==> src/shared/wdit_pkg.sv <==
// Constants and state types of the watchdog and interval timer
package wdit_pkg;

  // ----------------------------------------------------------------
  // Register indices (byte address is four times the index)
  // ----------------------------------------------------------------
  localparam logic [11:0] WDIT_IDX_COUNTER = 12'h084;
  localparam logic [11:0] WDIT_IDX_CONTROL = 12'h086;
  localparam logic [11:0] WDIT_IDX_LOWPOW  = 12'h088;

  // ----------------------------------------------------------------
  // Write keys, strobes, reset values
  // ----------------------------------------------------------------
  localparam logic [7:0]  WDIT_KEY_COUNTER = 8'h5a;
  localparam logic [7:0]  WDIT_KEY_CONTROL = 8'ha5;
  localparam logic [3:0]  WDIT_STRB_HALF   = 4'h3;
  localparam logic [7:0]  WDIT_RST_COUNTER = 8'h00;
  localparam logic [7:0]  WDIT_RST_CONTROL = 8'h00;
  localparam logic [7:0]  WDIT_CNT_LAST    = 8'hff;
  localparam logic [7:0]  WDIT_CNT_RELOCK  = 8'h7f;

  // ----------------------------------------------------------------
  // Control field positions
  // ----------------------------------------------------------------
  localparam int WDIT_BIT_RUN   = 7;
  localparam int WDIT_BIT_MODE  = 6;
  localparam int WDIT_BIT_RKIND = 5;
  localparam int WDIT_BIT_WATCHDOG_OVERFLOW_FLAG  = 4;
  localparam int WDIT_BIT_INTERVAL_OVERFLOW_FLAG  = 3;

  // ----------------------------------------------------------------
  // Sequencer states
  // ----------------------------------------------------------------
  typedef enum logic [5:0] {
    WDIT_ST_NORMAL = 6'h01,
    WDIT_ST_SLEEP  = 6'h02,
    WDIT_ST_WAKE   = 6'h04,
    WDIT_ST_POST   = 6'h08,
    WDIT_ST_FREQ   = 6'h10,
    WDIT_ST_LOCKED = 6'h20
  } wdit_mode_t;

  typedef struct packed {
    wdit_mode_t  mode;
    logic [11:0] presc;
    logic [7:0]  counter;
    logic [7:0]  control;
    logic        low_power_select_bit;
    logic        pready;
    logic        pslverr;
    logic [31:0] prdata;
    logic        por_req;
    logic        manual_req;
    logic        irq_req;
    logic        clock_resume;
    logic        standby_reenter;
  } wdit_state_t;

endpackage : wdit_pkg

==> src/logic/wdit_timer.sv <==
// Watchdog and interval timer with APB register access
//
// The implementer's own choices: the APB interface to the registers and the address map.
`timescale 1ns/1ps

// Functional notes
// RULE1: Standby wake edge starts counting
// RULE2: Standby overflow resumes clock, no overflow flag
// RULE3: Keep counting; at 80 re-enter standby
// RULE4: Re-entered standby left only by power-on
// RULE5: Software clears run enable before standby
// RULE6: Software sets overflow time beyond settling
// RULE7: PLL rate write starts counter
// RULE8: Frequency overflow resumes clock, counter stops
// RULE9: Software checks counter zero before writing
// RULE10: Watchdog unused for divider-only changes
// RULE11: Software configures then sets run enable
// RULE12: Software rewrites counter to zero periodically
// RULE13: Watchdog overflow sets flag, issues reset
// RULE14: Interval overflow sets flag, requests interrupt
// RULE15: Reset exit of standby does not count
// RULE16: Change multiplier with cache off
// RULE17: Wait 30 bus clocks before cache
// RULE18: Keyed half-word writes, byte reads
// RULE19: Eight-bit counter, eight prescaler ratios
// RULE20: Reset kind: zero power-on, one manual
// RULE21: Overflow is FF to 00 wrap
module wdit_timer
  import wdit_pkg::*;
(
  input  wire logic        pclk,
  input  wire logic        presetn,
  input  wire logic        psel,
  input  wire logic        penable,
  input  wire logic        pwrite,
  input  wire logic [31:0] paddr,
  input  wire logic [31:0] pwdata,
  input  wire logic [3:0]  pstrb,
  output logic             pready,
  output logic [31:0]      prdata,
  output logic             pslverr,
  input  wire logic        standby_enter,
  input  wire logic        wake_event,
  input  wire logic        pll_rate_write,
  output logic             por_req,
  output logic             manual_req,
  output logic             interval_irq,
  output logic             clock_resume,
  output logic             standby_reenter
);

  // ----------------------------------------------------------------
  // State
  // ----------------------------------------------------------------
  wdit_state_t s;
  wdit_state_t next_s;

  logic [11:0] div_mask;
  logic        tick;
  logic        counting;
  logic        ovf;
  logic        wr_done;
  logic        mapped;
  logic [11:0] idx;
  logic        cnt_wr;
  logic        ctl_wr;
  logic        lp_wr;

  // ----------------------------------------------------------------
  // Next state
  // ----------------------------------------------------------------
  always_comb begin
    next_s                 = s;
    next_s.presc           = s.presc + 12'h001;
    next_s.por_req         = 1'b0;
    next_s.manual_req      = 1'b0;
    next_s.irq_req         = 1'b0;
    next_s.clock_resume    = 1'b0;
    next_s.standby_reenter = 1'b0;

    case (s.control[2:0]) // [RULE19]
      3'h0:    div_mask = 12'h000;
      3'h1:    div_mask = 12'h003;
      3'h2:    div_mask = 12'h00f;
      3'h3:    div_mask = 12'h01f;
      3'h4:    div_mask = 12'h03f;
      3'h5:    div_mask = 12'h0ff;
      3'h6:    div_mask = 12'h3ff;
      default: div_mask = 12'hfff;
    endcase
    tick = ((s.presc & div_mask) == div_mask);

    counting = ((s.mode == WDIT_ST_NORMAL) && s.control[WDIT_BIT_RUN])
             || (s.mode == WDIT_ST_WAKE) || (s.mode == WDIT_ST_POST)
             || (s.mode == WDIT_ST_FREQ);
    ovf = counting && tick && (s.counter == WDIT_CNT_LAST); // [RULE21]

    idx     = paddr[13:2];
    mapped  = (paddr[31:14] == 18'h00000) && (paddr[1:0] == 2'h0)
            && ((idx == WDIT_IDX_COUNTER) || (idx == WDIT_IDX_CONTROL)
            || (idx == WDIT_IDX_LOWPOW));
    wr_done = psel && penable && s.pready && pwrite && mapped;
    cnt_wr  = wr_done && (idx == WDIT_IDX_COUNTER) && (pstrb == WDIT_STRB_HALF)
            && (pwdata[15:8] == WDIT_KEY_COUNTER); // [RULE18]
    ctl_wr  = wr_done && (idx == WDIT_IDX_CONTROL) && (pstrb == WDIT_STRB_HALF)
            && (pwdata[15:8] == WDIT_KEY_CONTROL); // [RULE18]
    lp_wr   = wr_done && (idx == WDIT_IDX_LOWPOW) && pstrb[0];

    // Counter: a keyed write beats the increment
    if (cnt_wr) begin
      next_s.counter = pwdata[7:0];
    end else if (counting && tick) begin
      next_s.counter = s.counter + 8'h01; // [RULE19] [RULE21]
    end

    // Control: flags may only be cleared by software, set wins
    if (ctl_wr) begin
      next_s.control = {pwdata[7:5], pwdata[4:3] & s.control[4:3], pwdata[2:0]};
    end
    if (lp_wr) begin
      next_s.low_power_select_bit = pwdata[0];
    end

    case (s.mode)
      WDIT_ST_NORMAL: begin
        if (ovf && s.control[WDIT_BIT_MODE]) begin
          next_s.control[WDIT_BIT_WATCHDOG_OVERFLOW_FLAG] = 1'b1; // [RULE13]
          next_s.por_req    = !s.control[WDIT_BIT_RKIND]; // [RULE20]
          next_s.manual_req = s.control[WDIT_BIT_RKIND]; // [RULE20]
        end else if (ovf) begin
          next_s.control[WDIT_BIT_INTERVAL_OVERFLOW_FLAG] = 1'b1; // [RULE14]
          next_s.irq_req = 1'b1; // [RULE14]
        end
        if (pll_rate_write) begin
          next_s.mode = WDIT_ST_FREQ; // [RULE7]
        end else if (standby_enter) begin
          next_s.mode = WDIT_ST_SLEEP;
        end
      end
      WDIT_ST_SLEEP: begin
        if (wake_event) begin
          next_s.mode = WDIT_ST_WAKE; // [RULE1]
        end
      end
      WDIT_ST_WAKE: begin
        if (ovf) begin
          next_s.clock_resume = 1'b1; // [RULE2]
          next_s.mode         = WDIT_ST_POST; // [RULE3]
        end
      end
      WDIT_ST_POST: begin
        if (!s.low_power_select_bit) begin
          next_s.mode = WDIT_ST_NORMAL;
        end else if (tick && (s.counter == WDIT_CNT_RELOCK)) begin
          next_s.standby_reenter = 1'b1; // [RULE3]
          next_s.mode            = WDIT_ST_LOCKED;
        end
      end
      WDIT_ST_FREQ: begin
        if (ovf) begin
          next_s.clock_resume = 1'b1; // [RULE8]
          next_s.mode         = WDIT_ST_NORMAL; // [RULE8]
        end
      end
      WDIT_ST_LOCKED: begin
        next_s.mode = WDIT_ST_LOCKED; // [RULE4]
      end
      default: begin
        next_s.mode = WDIT_ST_NORMAL;
      end
    endcase

    // APB: answer registered in the setup cycle, zero wait states
    if (psel && !penable) begin
      next_s.pready  = 1'b1;
      next_s.pslverr = !mapped;
      next_s.prdata  = 32'h00000000;
      if (idx == WDIT_IDX_COUNTER) begin
        next_s.prdata[7:0] = s.counter; // [RULE18]
      end else if (idx == WDIT_IDX_CONTROL) begin
        next_s.prdata[7:0] = s.control; // [RULE18]
      end else if (idx == WDIT_IDX_LOWPOW) begin
        next_s.prdata[1:0] = {(s.mode == WDIT_ST_LOCKED), s.low_power_select_bit};
      end
    end else begin
      next_s.pready  = 1'b0;
      next_s.pslverr = 1'b0;
    end
  end

  // ----------------------------------------------------------------
  // Registers
  // ----------------------------------------------------------------
  always_ff @(posedge pclk or negedge presetn) begin
    if (!presetn) begin
      s <= '{mode: WDIT_ST_NORMAL, presc: 12'h000, counter: WDIT_RST_COUNTER,
             control: WDIT_RST_CONTROL, prdata: 32'h00000000, default: 1'b0};
    end else begin
      s <= next_s;
    end
  end

  assign pready          = s.pready;
  assign prdata          = s.prdata;
  assign pslverr         = s.pslverr;
  assign por_req         = s.por_req;
  assign manual_req      = s.manual_req;
  assign interval_irq    = s.irq_req;
  assign clock_resume    = s.clock_resume;
  assign standby_reenter = s.standby_reenter;
endmodule : wdit_timer

==> config.mk <==
export PLATFORM = sky130hd
export DESIGN_NAME = wdit_timer
export DESIGN_NICKNAME = d
export VERILOG_FILES = /design/src/shared/wdit_pkg.sv /design/src/logic/wdit_timer.sv
export SDC_FILE = /design/constraint.sdc
export NUM_CORES = 1
export LEC_CHECK = 0
export BUFFER_PORTS_ARGS = -buffer_cell sky130_fd_sc_hd__buf_2
export CORE_ASPECT_RATIO = 1.5
export CORE_MARGIN = 3
export CORE_UTILIZATION = 35
export DETAILED_ROUTE_END_ITERATION = 8
export GPL_ROUTABILITY_DRIVEN = 0
export GPL_TIMING_DRIVEN = 0
export PLACE_DENSITY_LB_ADDON = 0.25
export SLEW_MARGIN = 20
export SYNTH_ARGS = -nofsm -noshare
export SYNTH_HDL_FRONTEND = slang
export SYNTH_SLANG_ARGS = --single-unit
==> constraint.sdc <==
create_clock -name pclk -period 3.9 [get_ports pclk]
set_input_delay 0.78 -clock pclk [delete_from_list [all_inputs] [get_ports pclk]]
set_output_delay 0.78 -clock pclk [all_outputs]
set_load 0.02 [all_outputs]
==> summary.txt, run 1 <==
Status
  • Status: finished clean

Clock network
  • CTS tree: done
  • Clock Latency Late Sink: 280 ps
  • CTS Buffer Depth: 2
  • Clock root buffer: clkbuf_16
  • H-Tree Depth: 2
  • Post-CTS sizing: 0
  • Post-CTS Setup Repair Bufs: 0
  • Cts bufs inserted: 5
  • Worst-path clk slew: 60 ps
  • Hold_buf cts: 0
  • Sink Count: 50

Final layout
  • Most frequent cells in the layout: 74 x buf_2, 49 x dfrtp_1, 34 x buf_4
  • Commonest non-fill, non-tap cell in the layout: buf_2
  • Share of layout cells above drive strength 1: 35.8%
  • Final instance area: 3610 µm²
  • Nets@finish: 474
  • P&R area growth vs syn: 25.5%
  • Ant. Diodes: 0
  • Fill count: 797

Detailed routing
  • WL per Instance: 13.5 µm
  • Vias: 2362
  • Router iterations before antenna repair: 4
  • # DRC: 0
  • DRT iter0 DRCs: 75
  • Final ANT Viol Nets: 0
  • Final WL: 6760 µm
  • Vias per cell: 4.73

Floorplan
  • Die X: 80.1 µm
  • Chip height: 117 µm
  • Core area: 7810 µm²
  • FP Rows: 39
  • # IOs: 115
  • Starting Density: 36.9%
  • Die Footprint: 9370 µm²

Global routing
  • Largest net degree at the start of global routing: 51
  • All-layer global routing usage: 14.7%
  • Vias in the first global route: 2423
  • First-pass GRT wire length: 10900 µm
  • Grt ovf: 0
  • Initial antenna violation count: 0

Setup path
  • Data required, critical path: 4060 ps
  • Kind of cell adding the most delay to the critical path: simple AND/OR/NAND/NOR gates
  • WS Path Type: in2reg
  • Max stage delay on crit path: 540 ps
  • Critical path launch point: paddr[4]
  • Crit path launch type: input port
  • Setup crit end kind: flop
  • Worst r2r src: s[70]$_DFFE_PN0P_
  • Crit path max fanout: 8
  • Worst path arrival time: 3060 ps
  • Total buffers and inverters traversed by the critical path: 1
  • Slowest stage cell, crit path: nor3b_1
  • Crit-path cells: buf_2 > nor3b_1 > o211ai_1 > nor4_1 > nand4_1 > o21ai_0 > o31ai_1

Timing
  • Setup repair after global routing missed its margin: false
  • Fin. Hold Viols: 0
  • Fin. max-slew vios: 0
  • Fmax achieved: 0.345 GHz
  • Worst Skew: 4.37 ps
  • Least-Margin Pin Slew: 843 ps
  • Worst slew margin: 43.5%
  • Setup TNS Final: 0 ps
  • Crit share post-route: 74.4%
  • Setup Viol. Count Final: 0
  • Min Clock Period, post-route: 2900 ps

Synth
  • Largest family of logic cells by synthesized area: simple AND/OR/NAND/NOR gates
  • Post-synthesis compound-gate area fraction: 12.1%
  • Synth Area in Adders: 0.869%
  • Syn Area/Cell: 9.86 µm²
  • Top cell type's share of synthesized area: 42.6%
  • Cell Area, Synth: 2880 µm²
  • Mux cell area share after synthesis: 3.09%
  • Simple-gate share of the synthesized area: 24.8%
  • Cell variety after synth: 56
  • Synth Warn #: 0
  • Area contributors post-synth: dfrtp_1 43%, buf_4 8.6%, xnor2_1 4.0%
  • Post-synth top flop: dfrtp_1
  • Synth Area in XOR/XNOR: 5.17%
  • Flops & latches, synth: 50
  • Seq/Total Area, Yosys: 43.5%
  • Post-synth EDFFs: 0
  • Synth async-reset ratio: 100%
  • Post-synth top area cell: dfrtp_1
  • Mapped Cells: 292

Place
  • Port Buf Inserts: 74
  • Placed cell area: 3470 µm²
  • HPWL after DPL: 5450 µm

Power and ir drop
  • Leak pwr: 1.72 nW
  • Peak supply drop: 0.182 mV
  • Power Dens Cells: 423 nW/µm²

Job
  • Max cap viols: 0

Worst hold path
  • Hold Crit Class: reg2reg
  • Hold_sp: prdata[0]$_DFFE_PN0P_
==> synth_stat cells (all sizes together) (3+ instances only) <==
cell,n
dfrtp,49
buf,35
nor2,24
nand2,22
o21ai,17
xnor2,13
a21oi,11
nand3,11
nor3,11
nand4,9
nor4,9
a22oi,7
mux2,7
inv,6
and4,4
nor2b,4
nor3b,4
nor4bb,4
xor2,4
and2b,3
clkbuf,3
nand2b,3
==> sequential cells by signal (all words and copies together), names as in the netlist <==
register / flops
prdata: 8
s: 35
pready: 1
clock_resume: 1
pslverr: 1
por_req: 1
manual_req: 1
interval_irq: 1
standby_reenter: 1
==> per-layer routing <==
layer  wire, µm  GRT usage [%]
met5          0              0
met4        114           4.74
met3        268           2.60
met2       3850           29.4
met1       2530           15.1
==> logic make-up after synthesis <==
family	Yosys count
AND/OR/NAND/NOR	118
multiplexers	8
XOR/XNOR	17
other	1
buffers and inverters	44
AO/OA/AOI/OAI	52
adder cells (fa/ha/maj)	2
flip-flops	50
==> where the power goes <==
| group | internal, W | switching (W) |
|---|---|---|
| Combinational | 0.000207 | 0.000229 |
| Clock | 0.000255 | 0.000179 |
| Sequential | 0.000580 | 0.0000775 |
| Total | 0.00104 | 0.000486 |
==> per-stage QoR <==
step / total power, W / cells / setup slack (ps) / utilization [%] / hold WS, ps
detailed placement: 0.00110 / 491 / 671 / 44.4 / 469
floorplan: 0.000980 / 315 / 1480 / - / 443
finish: 0.00153 / 499 / 1000 / 46.3 / 476
global placement: 0.00109 / 491 / 750 / 44.4 / 461
global route: 0.00161 / 499 / 722 / 46.3 / 505
CTS: 0.00154 / 499 / 958 / 46.3 / 479
==> final cells by class <==
type | instances | area, µm² | area share (%)
multi-input combinational | 221 | 1420 | 39.2
buffer | 38 | 275 | 7.62
sequential | 50 | 1250 | 34.7
clock inverter | 1 | 5.00 | 0.139
inverter | 6 | 22.5 | 0.623
clock buffer | 7 | 143 | 3.95
timing repair buffer | 74 | 373 | 10.3
tap | 102 | 128 | 3.53
==> final timing paths <==
check	slack (ps)	to	cells past startpoint
max	1000	s[43]$_DFF_PN0_	7
min	480	prdata[0]$_DFFE_PN0P_	2
max reg2reg	1590	s[55]$_DFFE_PN0P_	7
min reg2reg	480	prdata[0]$_DFFE_PN0P_	2
max in group asynchronous	2960	s[65]$_DFF_PN0_	1
min in group asynchronous	510	por_req$_DFF_PN0_	1
==> worst min-delay path: cells and delay by family (launching register included) <==
kind            cells  cell delay, ps
simple gates        1              40
flops               1             340
compound gates      1              60
Power figures use the tool's default switching activity.
==> inputs of run 2 (changes only) <==
- clock period: 3.9 -> 2.85 ns (I/O delays scaled with it)
==> run 2 against run 1 <==
  * Final cell count stayed put
  * Setup slack worse by 740 ps
  * Clock power is 37% higher
  * Register-to-register slack worse by 1100 ps
  * Global-route usage stayed put
  * Utilization is 0.064 points higher
  * Final area is 0.14% higher
  * Critical endpoint unchanged
  * Largest power group unchanged
  * Highest routed layer unchanged
==> summary.txt, run 2 (synthesized netlist as in run 1, its figures left out) <==
Setup path
  • Setup crit end kind: flop (unchanged)
  • Max stage delay on crit path: 510 ps (was 540 ps)
  • WS Path Type: in2reg (unchanged)
  • Data required, critical path: 3010 ps (was 4060 ps)
  • Crit-path cells: buf_2 > nor4_1 > nand4b_1 > nor4_1 > nand4_1 > o21ai_0 > o31ai_1 (was buf_2 > nor3b_1 > o211ai_1 > nor4_1 > nand4_1 > o21ai_0 > o31ai_1)
  • Kind of cell adding the most delay to the critical path: simple AND/OR/NAND/NOR gates (unchanged)
  • Crit path launch type: input port (unchanged)
  • Crit path max fanout: 8 (unchanged)
  • Top cell by count, worst path: nor4_1
  • Total buffers and inverters traversed by the critical path: 1 (unchanged)
  • Slowest stage cell, crit path: nor4_1 (was nor3b_1)
  • Worst path arrival time: 2750 ps (was 3060 ps)

Detailed routing
  • Vias: 2364 (was 2362)
  • Final ANT Viol Nets: 0 (unchanged)
  • # DRC: 0 (unchanged)
  • Final WL: 6770 µm (was 6760 µm)
  • Router iterations before antenna repair: 4 (unchanged)
  • Vias per cell: 4.74 (was 4.73)
  • WL per Instance: 13.6 µm (was 13.5 µm)
  • DRT iter0 DRCs: 79 (was 75)

Floorplan
  • FP Rows: 39 (unchanged)
  • Starting Density: 36.9% (unchanged)
  • # IOs: 115 (unchanged)
  • Core area: 7810 µm² (unchanged)
  • Die X: 80.1 µm (unchanged)
  • Chip height: 117 µm (unchanged)
  • Die Footprint: 9370 µm² (unchanged)

Global routing
  • Initial antenna violation count: 0 (unchanged)
  • Vias in the first global route: 2423 (unchanged)
  • Grt ovf: 0 (unchanged)
  • Busiest grt layer: met2 (unchanged)
  • First-pass GRT wire length: 10900 µm (unchanged)
  • Grt met3 use: 2.60% (unchanged)
  • M2 GR Usage: 29.4% (unchanged)
  • Met1 GRT Util: 15.1% (unchanged)
  • All-layer global routing usage: 14.7% (unchanged)
  • Largest net degree at the start of global routing: 51 (unchanged)

Final layout
  • Largest register by flop count: s (unchanged)
  • P&R area growth vs syn: 25.7% (was 25.5%)
  • Final instance area: 3620 µm² (was 3610 µm²)
  • Nets@finish: 474 (unchanged)
  • Most frequent cells in the layout: 74 x buf_2, 49 x dfrtp_1, 34 x buf_4 (unchanged)
  • Fill count: 798 (was 797)
  • Share of layout cells above drive strength 1: 36.0% (was 35.8%)
  • Layout Cells excl Fill: 499 (unchanged)
  • Max FFs per register: 35 (unchanged)
  • Ant. Diodes: 0 (unchanged)
  • Commonest non-fill, non-tap cell in the layout: buf_2 (unchanged)

Timing
  • Worst setup margin: 255 ps (was 1000 ps)
  • Worst slew margin: 43.5% (unchanged)
  • Worst Skew: 4.36 ps (was 4.37 ps)
  • Fmax achieved: 0.385 GHz
  • Setup TNS Final: 0 ps (unchanged)
  • Fin. max-slew vios: 0 (unchanged)
  • Crit share post-route: 91.1%
  • Min Clock Period, post-route: 2600 ps
  • Least-Margin Pin Slew: 843 ps (about the same)
  • Fin. Hold Viols: 0 (unchanged)
  • Setup Viol. Count Final: 0 (unchanged)
  • Setup repair after global routing missed its margin: false (unchanged)

Power and ir drop
  • Internal power: 0.00143 W (was 0.00104 W)
  • Tot Pwr: 0.00209 W (was 0.00153 W)
  • Power Dens Cells: 578 nW/µm² (was 423 nW/µm²)
  • Clock power share: 28.3% (was 28.4%)
  • Switching pwr: 0.000665 W (was 0.000486 W)
  • Comb power frac: 28.6% (about the same)
  • Peak supply drop: 0.249 mV (was 0.182 mV)
  • Leak pwr: 1.72 nW (about the same)
  • Sw Ratio: 31.8% (about the same)
  • Sequential share of power: 43.1% (about the same)

Place
  • HPWL after DPL: 5450 µm (unchanged)
  • Placed cell area: 3470 µm² (unchanged)
  • Pre-CTS setup slack: -169 ps (was 671 ps)
  • DP Cell Count: 491 (unchanged)
  • Port Buf Inserts: 74 (unchanged)

Clock network
  • Cts bufs inserted: 5 (unchanged)
  • Clock Latency Late Sink: 280 ps (about the same)
  • Post-CTS sizing: 0 (unchanged)
  • Hold_buf cts: 0 (unchanged)
  • Post-CTS Setup Repair Bufs: 0 (unchanged)
  • Worst-path clk slew: 60 ps (about the same)
  • CTS Buffer Depth: 2 (unchanged)
  • Sink Count: 50 (unchanged)
  • Clock root buffer: clkbuf_16 (unchanged)
  • H-Tree Depth: 2 (unchanged)
  • CTS tree: done (unchanged)

Worst hold path
  • Hold Crit Class: in2async (was reg2reg)

Status
  • Status: finished clean (unchanged)

Job
  • Max cap viols: 0 (unchanged)
[run 2: cell counts in the layout (fill, tap and decap cells not counted)]
No cell type changed its count.
[run 2: worst paths after layout]
check / endpoint / startpoint / cells after the start / slack (ps)
max: s[43]$_DFF_PN0_ / paddr[12] / 7 / 250
min: por_req$_DFF_PN0_ / presetn / 1 / 300
max reg2reg: s[55]$_DFFE_PN0P_ / s[70]$_DFFE_PN0P_ / 7 / 530
min reg2reg: prdata[0]$_DFFE_PN0P_ / prdata[0]$_DFFE_PN0P_ / 2 / 480
max in group asynchronous: s[65]$_DFF_PN0_ / presetn / 1 / 2120
min in group pclk: s[68]$_DFFE_PN1P_ / standby_enter / 2 / 460
[run 2: through the flow]
stage	utilization (%)	hold slack (ps)
after floorplan	-	274
after detailed placement	44.4	469
after global placement	44.4	461
final	46.3	298
after global routing	46.3	364
after CTS	46.3	337
[run 2: worst register-to-register path, cell delays in order (launching register included)]
cell	delay, ps
dfrtp_1	380
buf_6	140
or4_4	560
nor3b_4	310
a221oi_4	170
nor4_4	350
nor3b_2	240
o31a_1	130
[run 2: layer usage]
| layer | part of all wire, % | wire length, µm |
|---|---|---|
| met5 | 0 | 0 |
| met4 | 1.7 | 114 |
| met3 | 4.0 | 268 |
| met2 | 57 | 3860 |
| met1 | 37 | 2530 |
[run 2: power groups by stage]
stage | Sequential [W] | Combinational (W) | Clock [W]
6_report | 0.000900 | 0.000598 | 0.000593
3_5_place_dp | 0.000911 | 0.000597 | 0
5_1_grt | 0.000913 | 0.000660 | 0.000633
2_1_floorplan | 0.000883 | 0.000458 | 0
4_1_cts | 0.000897 | 0.000602 | 0.000611
3_3_place_gp | 0.000904 | 0.000582 | 0
[run 2: area by class of cell]
class                           instances  area (µm²)  share of cell area [%]
Clock inverter                          1        5.00                   0.138
Sequential cell                        50        1250                    34.6
Timing Repair Buffer                   74         373                    10.3
Buffer                                 38         275                    7.61
Multi-Input combinational cell        221        1420                    39.2
Inverter                                6        22.5                   0.622
Clock buffer                            7         143                    3.94
Tap cell                              102         128                    3.53
==> inputs of run 3 (changes only) <==
- ABC_AREA: unset -> 1
==> run 3 against run 2 <==
  * Maximum frequency rose by 35%
  * Final area is 8.6% higher
  * Worst hold slack gained 4.8 ps
  * Sequential power shrank 2%
  * Flip-flop and latch count did not move
  * Critical path type is now reg2reg
==> summary.txt, run 3 <==
Timing
  • WHS: 302 ps (was 298 ps)
  • Worst Skew: 10.9 ps (was 4.36 ps)
  • Fin. Hold Viols: 0 (unchanged)
  • Worst slew margin: 57.4% (was 43.5%)
  • Setup TNS Final: 0 ps (unchanged)
  • Least-Margin Pin Slew: 639 ps (was 843 ps)
  • Fmax achieved: 0.520 GHz (was 0.385 GHz)
  • Setup Viol. Count Final: 0 (unchanged)
  • Setup repair after global routing missed its margin: false (unchanged)
  • Crit share post-route: 67.5% (was 91.1%)
  • Fin. max-slew vios: 0 (unchanged)
  • Min Clock Period, post-route: 1920 ps (was 2600 ps)

Clock network
  • Post-CTS Setup Repair Bufs: 0 (unchanged)
  • Post-CTS sizing: 0 (unchanged)
  • Sink Count: 50 (unchanged)
  • Worst-path clk slew: 70 ps (was 60 ps)
  • Clock root buffer: clkbuf_16 (unchanged)
  • CTS tree: done (unchanged)
  • H-Tree Depth: 2 (unchanged)
  • Clock Latency Late Sink: 290 ps (was 280 ps)
  • CTS Buffer Depth: 2 (unchanged)
  • Hold_buf cts: 0 (unchanged)
  • Cts bufs inserted: 5 (unchanged)

Final layout
  • Final Util: 45.9% (was 46.3%)
  • P&R area growth vs syn: 25.0% (was 25.7%)
  • Share of layout cells above drive strength 1: 27.5% (was 36.0%)
  • Ant. Diodes: 0 (unchanged)
  • Fill count: 874 (was 798)
  • Largest register by flop count: s (unchanged)
  • Nets@finish: 593 (was 474)
  • Most frequent cells in the layout: 81 x nand2_1, 74 x buf_2, 62 x nor2_1 (was 74 x buf_2, 49 x dfrtp_1, 34 x buf_4)
  • Commonest non-fill, non-tap cell in the layout: nand2_1 (was buf_2)
  • Max FFs per register: 35 (unchanged)

Setup path
  • Slowest stage cell, crit path: dfrtp_1 (was nor4_1)
  • Crit path max fanout: 5 (was 8)
  • Crit-path cells: ha_1 > nand3_1 > nor3_1 > nand4_1 > a21oi_2 > nand4_1 > nand2_1 (was buf_2 > nor4_1 > nand4b_1 > nor4_1 > nand4_1 > o21ai_0 > o31ai_1)
  • Worst path arrival time: 2150 ps (was 2750 ps)
  • Setup crit end kind: flop (unchanged)
  • Max stage delay on crit path: 430 ps (was 510 ps)
  • Crit path launch type: flop (was input port)
  • WS Path Type: reg2reg (was in2reg)
  • Top cell by count, worst path: nand4_1 (was nor4_1)
  • Data required, critical path: 3070 ps (was 3010 ps)

Synth
  • Cell Area, Synth: 3140 µm² (was 2880 µm²)
  • Post-synth top flop: dfrtp_1 (unchanged)
  • Mapped Cells: 411 (was 292)
  • Post-synth top area cell: dfrtp_1 (unchanged)
  • Syn Area/Cell: 7.65 µm² (was 9.86 µm²)
  • Post-synthesis compound-gate area fraction: 7.72% (was 12.1%)
  • Simple-gate share of the synthesized area: 32.8% (was 24.8%)
  • Seq/Total Area, Yosys: 39.8% (was 43.5%)
  • Synth Area in Adders: 0.796% (was 0.869%)
  • Synth top cells by count: 81 x nand2_1, 62 x nor2_1, 49 x dfrtp_1, 45 x inv_1, 33 x buf_4 (was 49 x dfrtp_1, 33 x buf_4, 24 x nor2_1, 22 x nand2_1, 17 x o21ai_0)
  • Count leader, synth: nand2_1 (was dfrtp_1)
  • Area contributors post-synth: dfrtp_1 39%, nand2_1 9.7%, buf_4 7.9% (was dfrtp_1 43%, buf_4 8.6%, xnor2_1 4.0%)
  • Synth async-reset ratio: 100% (unchanged)
  • Largest family of logic cells by synthesized area: simple AND/OR/NAND/NOR gates (unchanged)
  • Top cell type's share of synthesized area: 39.0% (was 42.6%)
  • Cell variety after synth: 35 (was 56)
  • Synth Area in XOR/XNOR: 3.62% (was 5.17%)
  • Post-synth EDFFs: 0 (unchanged)
  • Mux cell area share after synthesis: 0% (was 3.09%)
  • Synth Warn #: 0 (unchanged)
  • Flops & latches, synth: 50 (unchanged)

Global routing
  • Initial antenna violation count: 0 (unchanged)
  • Largest net degree at the start of global routing: 51 (unchanged)
  • First-pass GRT wire length: 13000 µm (was 10900 µm)
  • Met1 GRT Util: 17.5% (was 15.1%)
  • Grt met3 use: 2.71% (was 2.60%)
  • Grt ovf: 0 (unchanged)
  • Vias in the first global route: 2881 (was 2423)
  • M2 GR Usage: 29.7% (was 29.4%)
  • All-layer global routing usage: 15.9% (was 14.7%)
  • Busiest grt layer: met2 (unchanged)

Status
  • Status: finished clean (unchanged)

Floorplan
  • # IOs: 115 (unchanged)
  • Core area: 8570 µm² (was 7810 µm²)
  • Chip height: 122 µm (was 117 µm)
  • Starting Density: 36.7% (was 36.9%)
  • FP Rows: 41 (was 39)
  • Die X: 83.4 µm (was 80.1 µm)
  • Die Footprint: 10200 µm² (was 9370 µm²)

Worst hold path
  • Hold Crit Class: in2async (unchanged)

Power and ir drop
  • Power Dens Cells: 569 nW/µm² (was 578 nW/µm²)
  • Tot Pwr: 0.00224 W (was 0.00209 W)
  • Peak supply drop: 0.305 mV (was 0.249 mV)
  • Leak pwr: 2.17 nW (was 1.72 nW)

Detailed routing
  • # DRC: 0 (unchanged)
  • Vias per cell: 4.67 (was 4.74)
  • Vias: 2912 (was 2364)
  • DRT iter0 DRCs: 101 (was 79)
  • Final ANT Viol Nets: 0 (unchanged)
  • Final WL: 7900 µm (was 6770 µm)
  • Router iterations before antenna repair: 4 (unchanged)
  • WL per Instance: 12.7 µm (was 13.6 µm)

Place
  • HPWL after DPL: 6230 µm (was 5450 µm)
  • Port Buf Inserts: 74 (unchanged)

Job
  • Max cap viols: 0 (unchanged)
-- run 3: layout make-up --
type                            instances  area [µm²]  area share [%]
Tap cell                              107         134            3.41
Clock buffer                            5         125            3.18
Sequential cell                        50        1250            31.9
Timing Repair Buffer                   74         373            9.48
Buffer                                 40         305            7.77
Multi-Input combinational cell        299        1500            38.3
Clock inverter                          3        68.8            1.75
Inverter                               45         169            4.30
-- run 3: final timing paths --
kind / cells past startpoint / slack (ps) / endpoint / from
setup / recovery: 7 / 930 / s[70]$_DFFE_PN0P_ / s[48]$_DFFE_PN0P_
hold / removal: 1 / 300 / manual_req$_DFF_PN0_ / presetn
setup reg to reg: 7 / 930 / s[70]$_DFFE_PN0P_ / s[48]$_DFFE_PN0P_
hold reg to reg: 1 / 480 / s[65]$_DFF_PN0_ / s[65]$_DFF_PN0_
max in group asynchronous: 1 / 2110 / s[66]$_DFF_PN0_ / presetn
min in group pclk: 1 / 480 / s[65]$_DFF_PN0_ / s[65]$_DFF_PN0_
-- run 3: layer usage --
layer	wire, µm	vias to the layer above
met1	3120	1310
met3	406	17
met2	4150	95
met5	0	-
met4	216	0
li1	-	1490
-- run 3: worst max-delay path: cells and delay by family (launching register included) --
family                   cells  cell delay [ps]
AND/OR/NAND/NOR              5              950
AO/OA/AOI/OAI                1              270
adder cells (fa/ha/maj)      1              220
flip-flops                   1              430
-- run 3: metrics by stage --
step / setup slack (ps) / area, µm² / instances
floorplan: 1100 / 3230 / 434
global placement: 821 / 3730 / 615
detailed placement: 779 / 3740 / 615
CTS: 909 / 3930 / 623
global route: 612 / 3930 / 623
finish: 925 / 3930 / 623
-- run 3: cells by family (layout without fill, tap and decap cells) --
group / Yosys count / after routing
other: 1 / 24
AO/OA/AOI/OAI: 39 / 39
buffers and inverters: 85 / 167
AND/OR/NAND/NOR: 221 / 221
adder cells (fa/ha/maj): 2 / 2
XOR/XNOR: 13 / 13
flip-flops: 50 / 50
-- run 3: power by group --
group	switching, W	leakage, nW	total (W)	internal (W)
Combinational	0.000357	1.43	0.000581	0.000224
Sequential	0.0000869	0.646	0.000885	0.000798
Clock	0.000266	0.0940	0.000771	0.000504
Total	0.000710	2.17	0.00224	0.00153
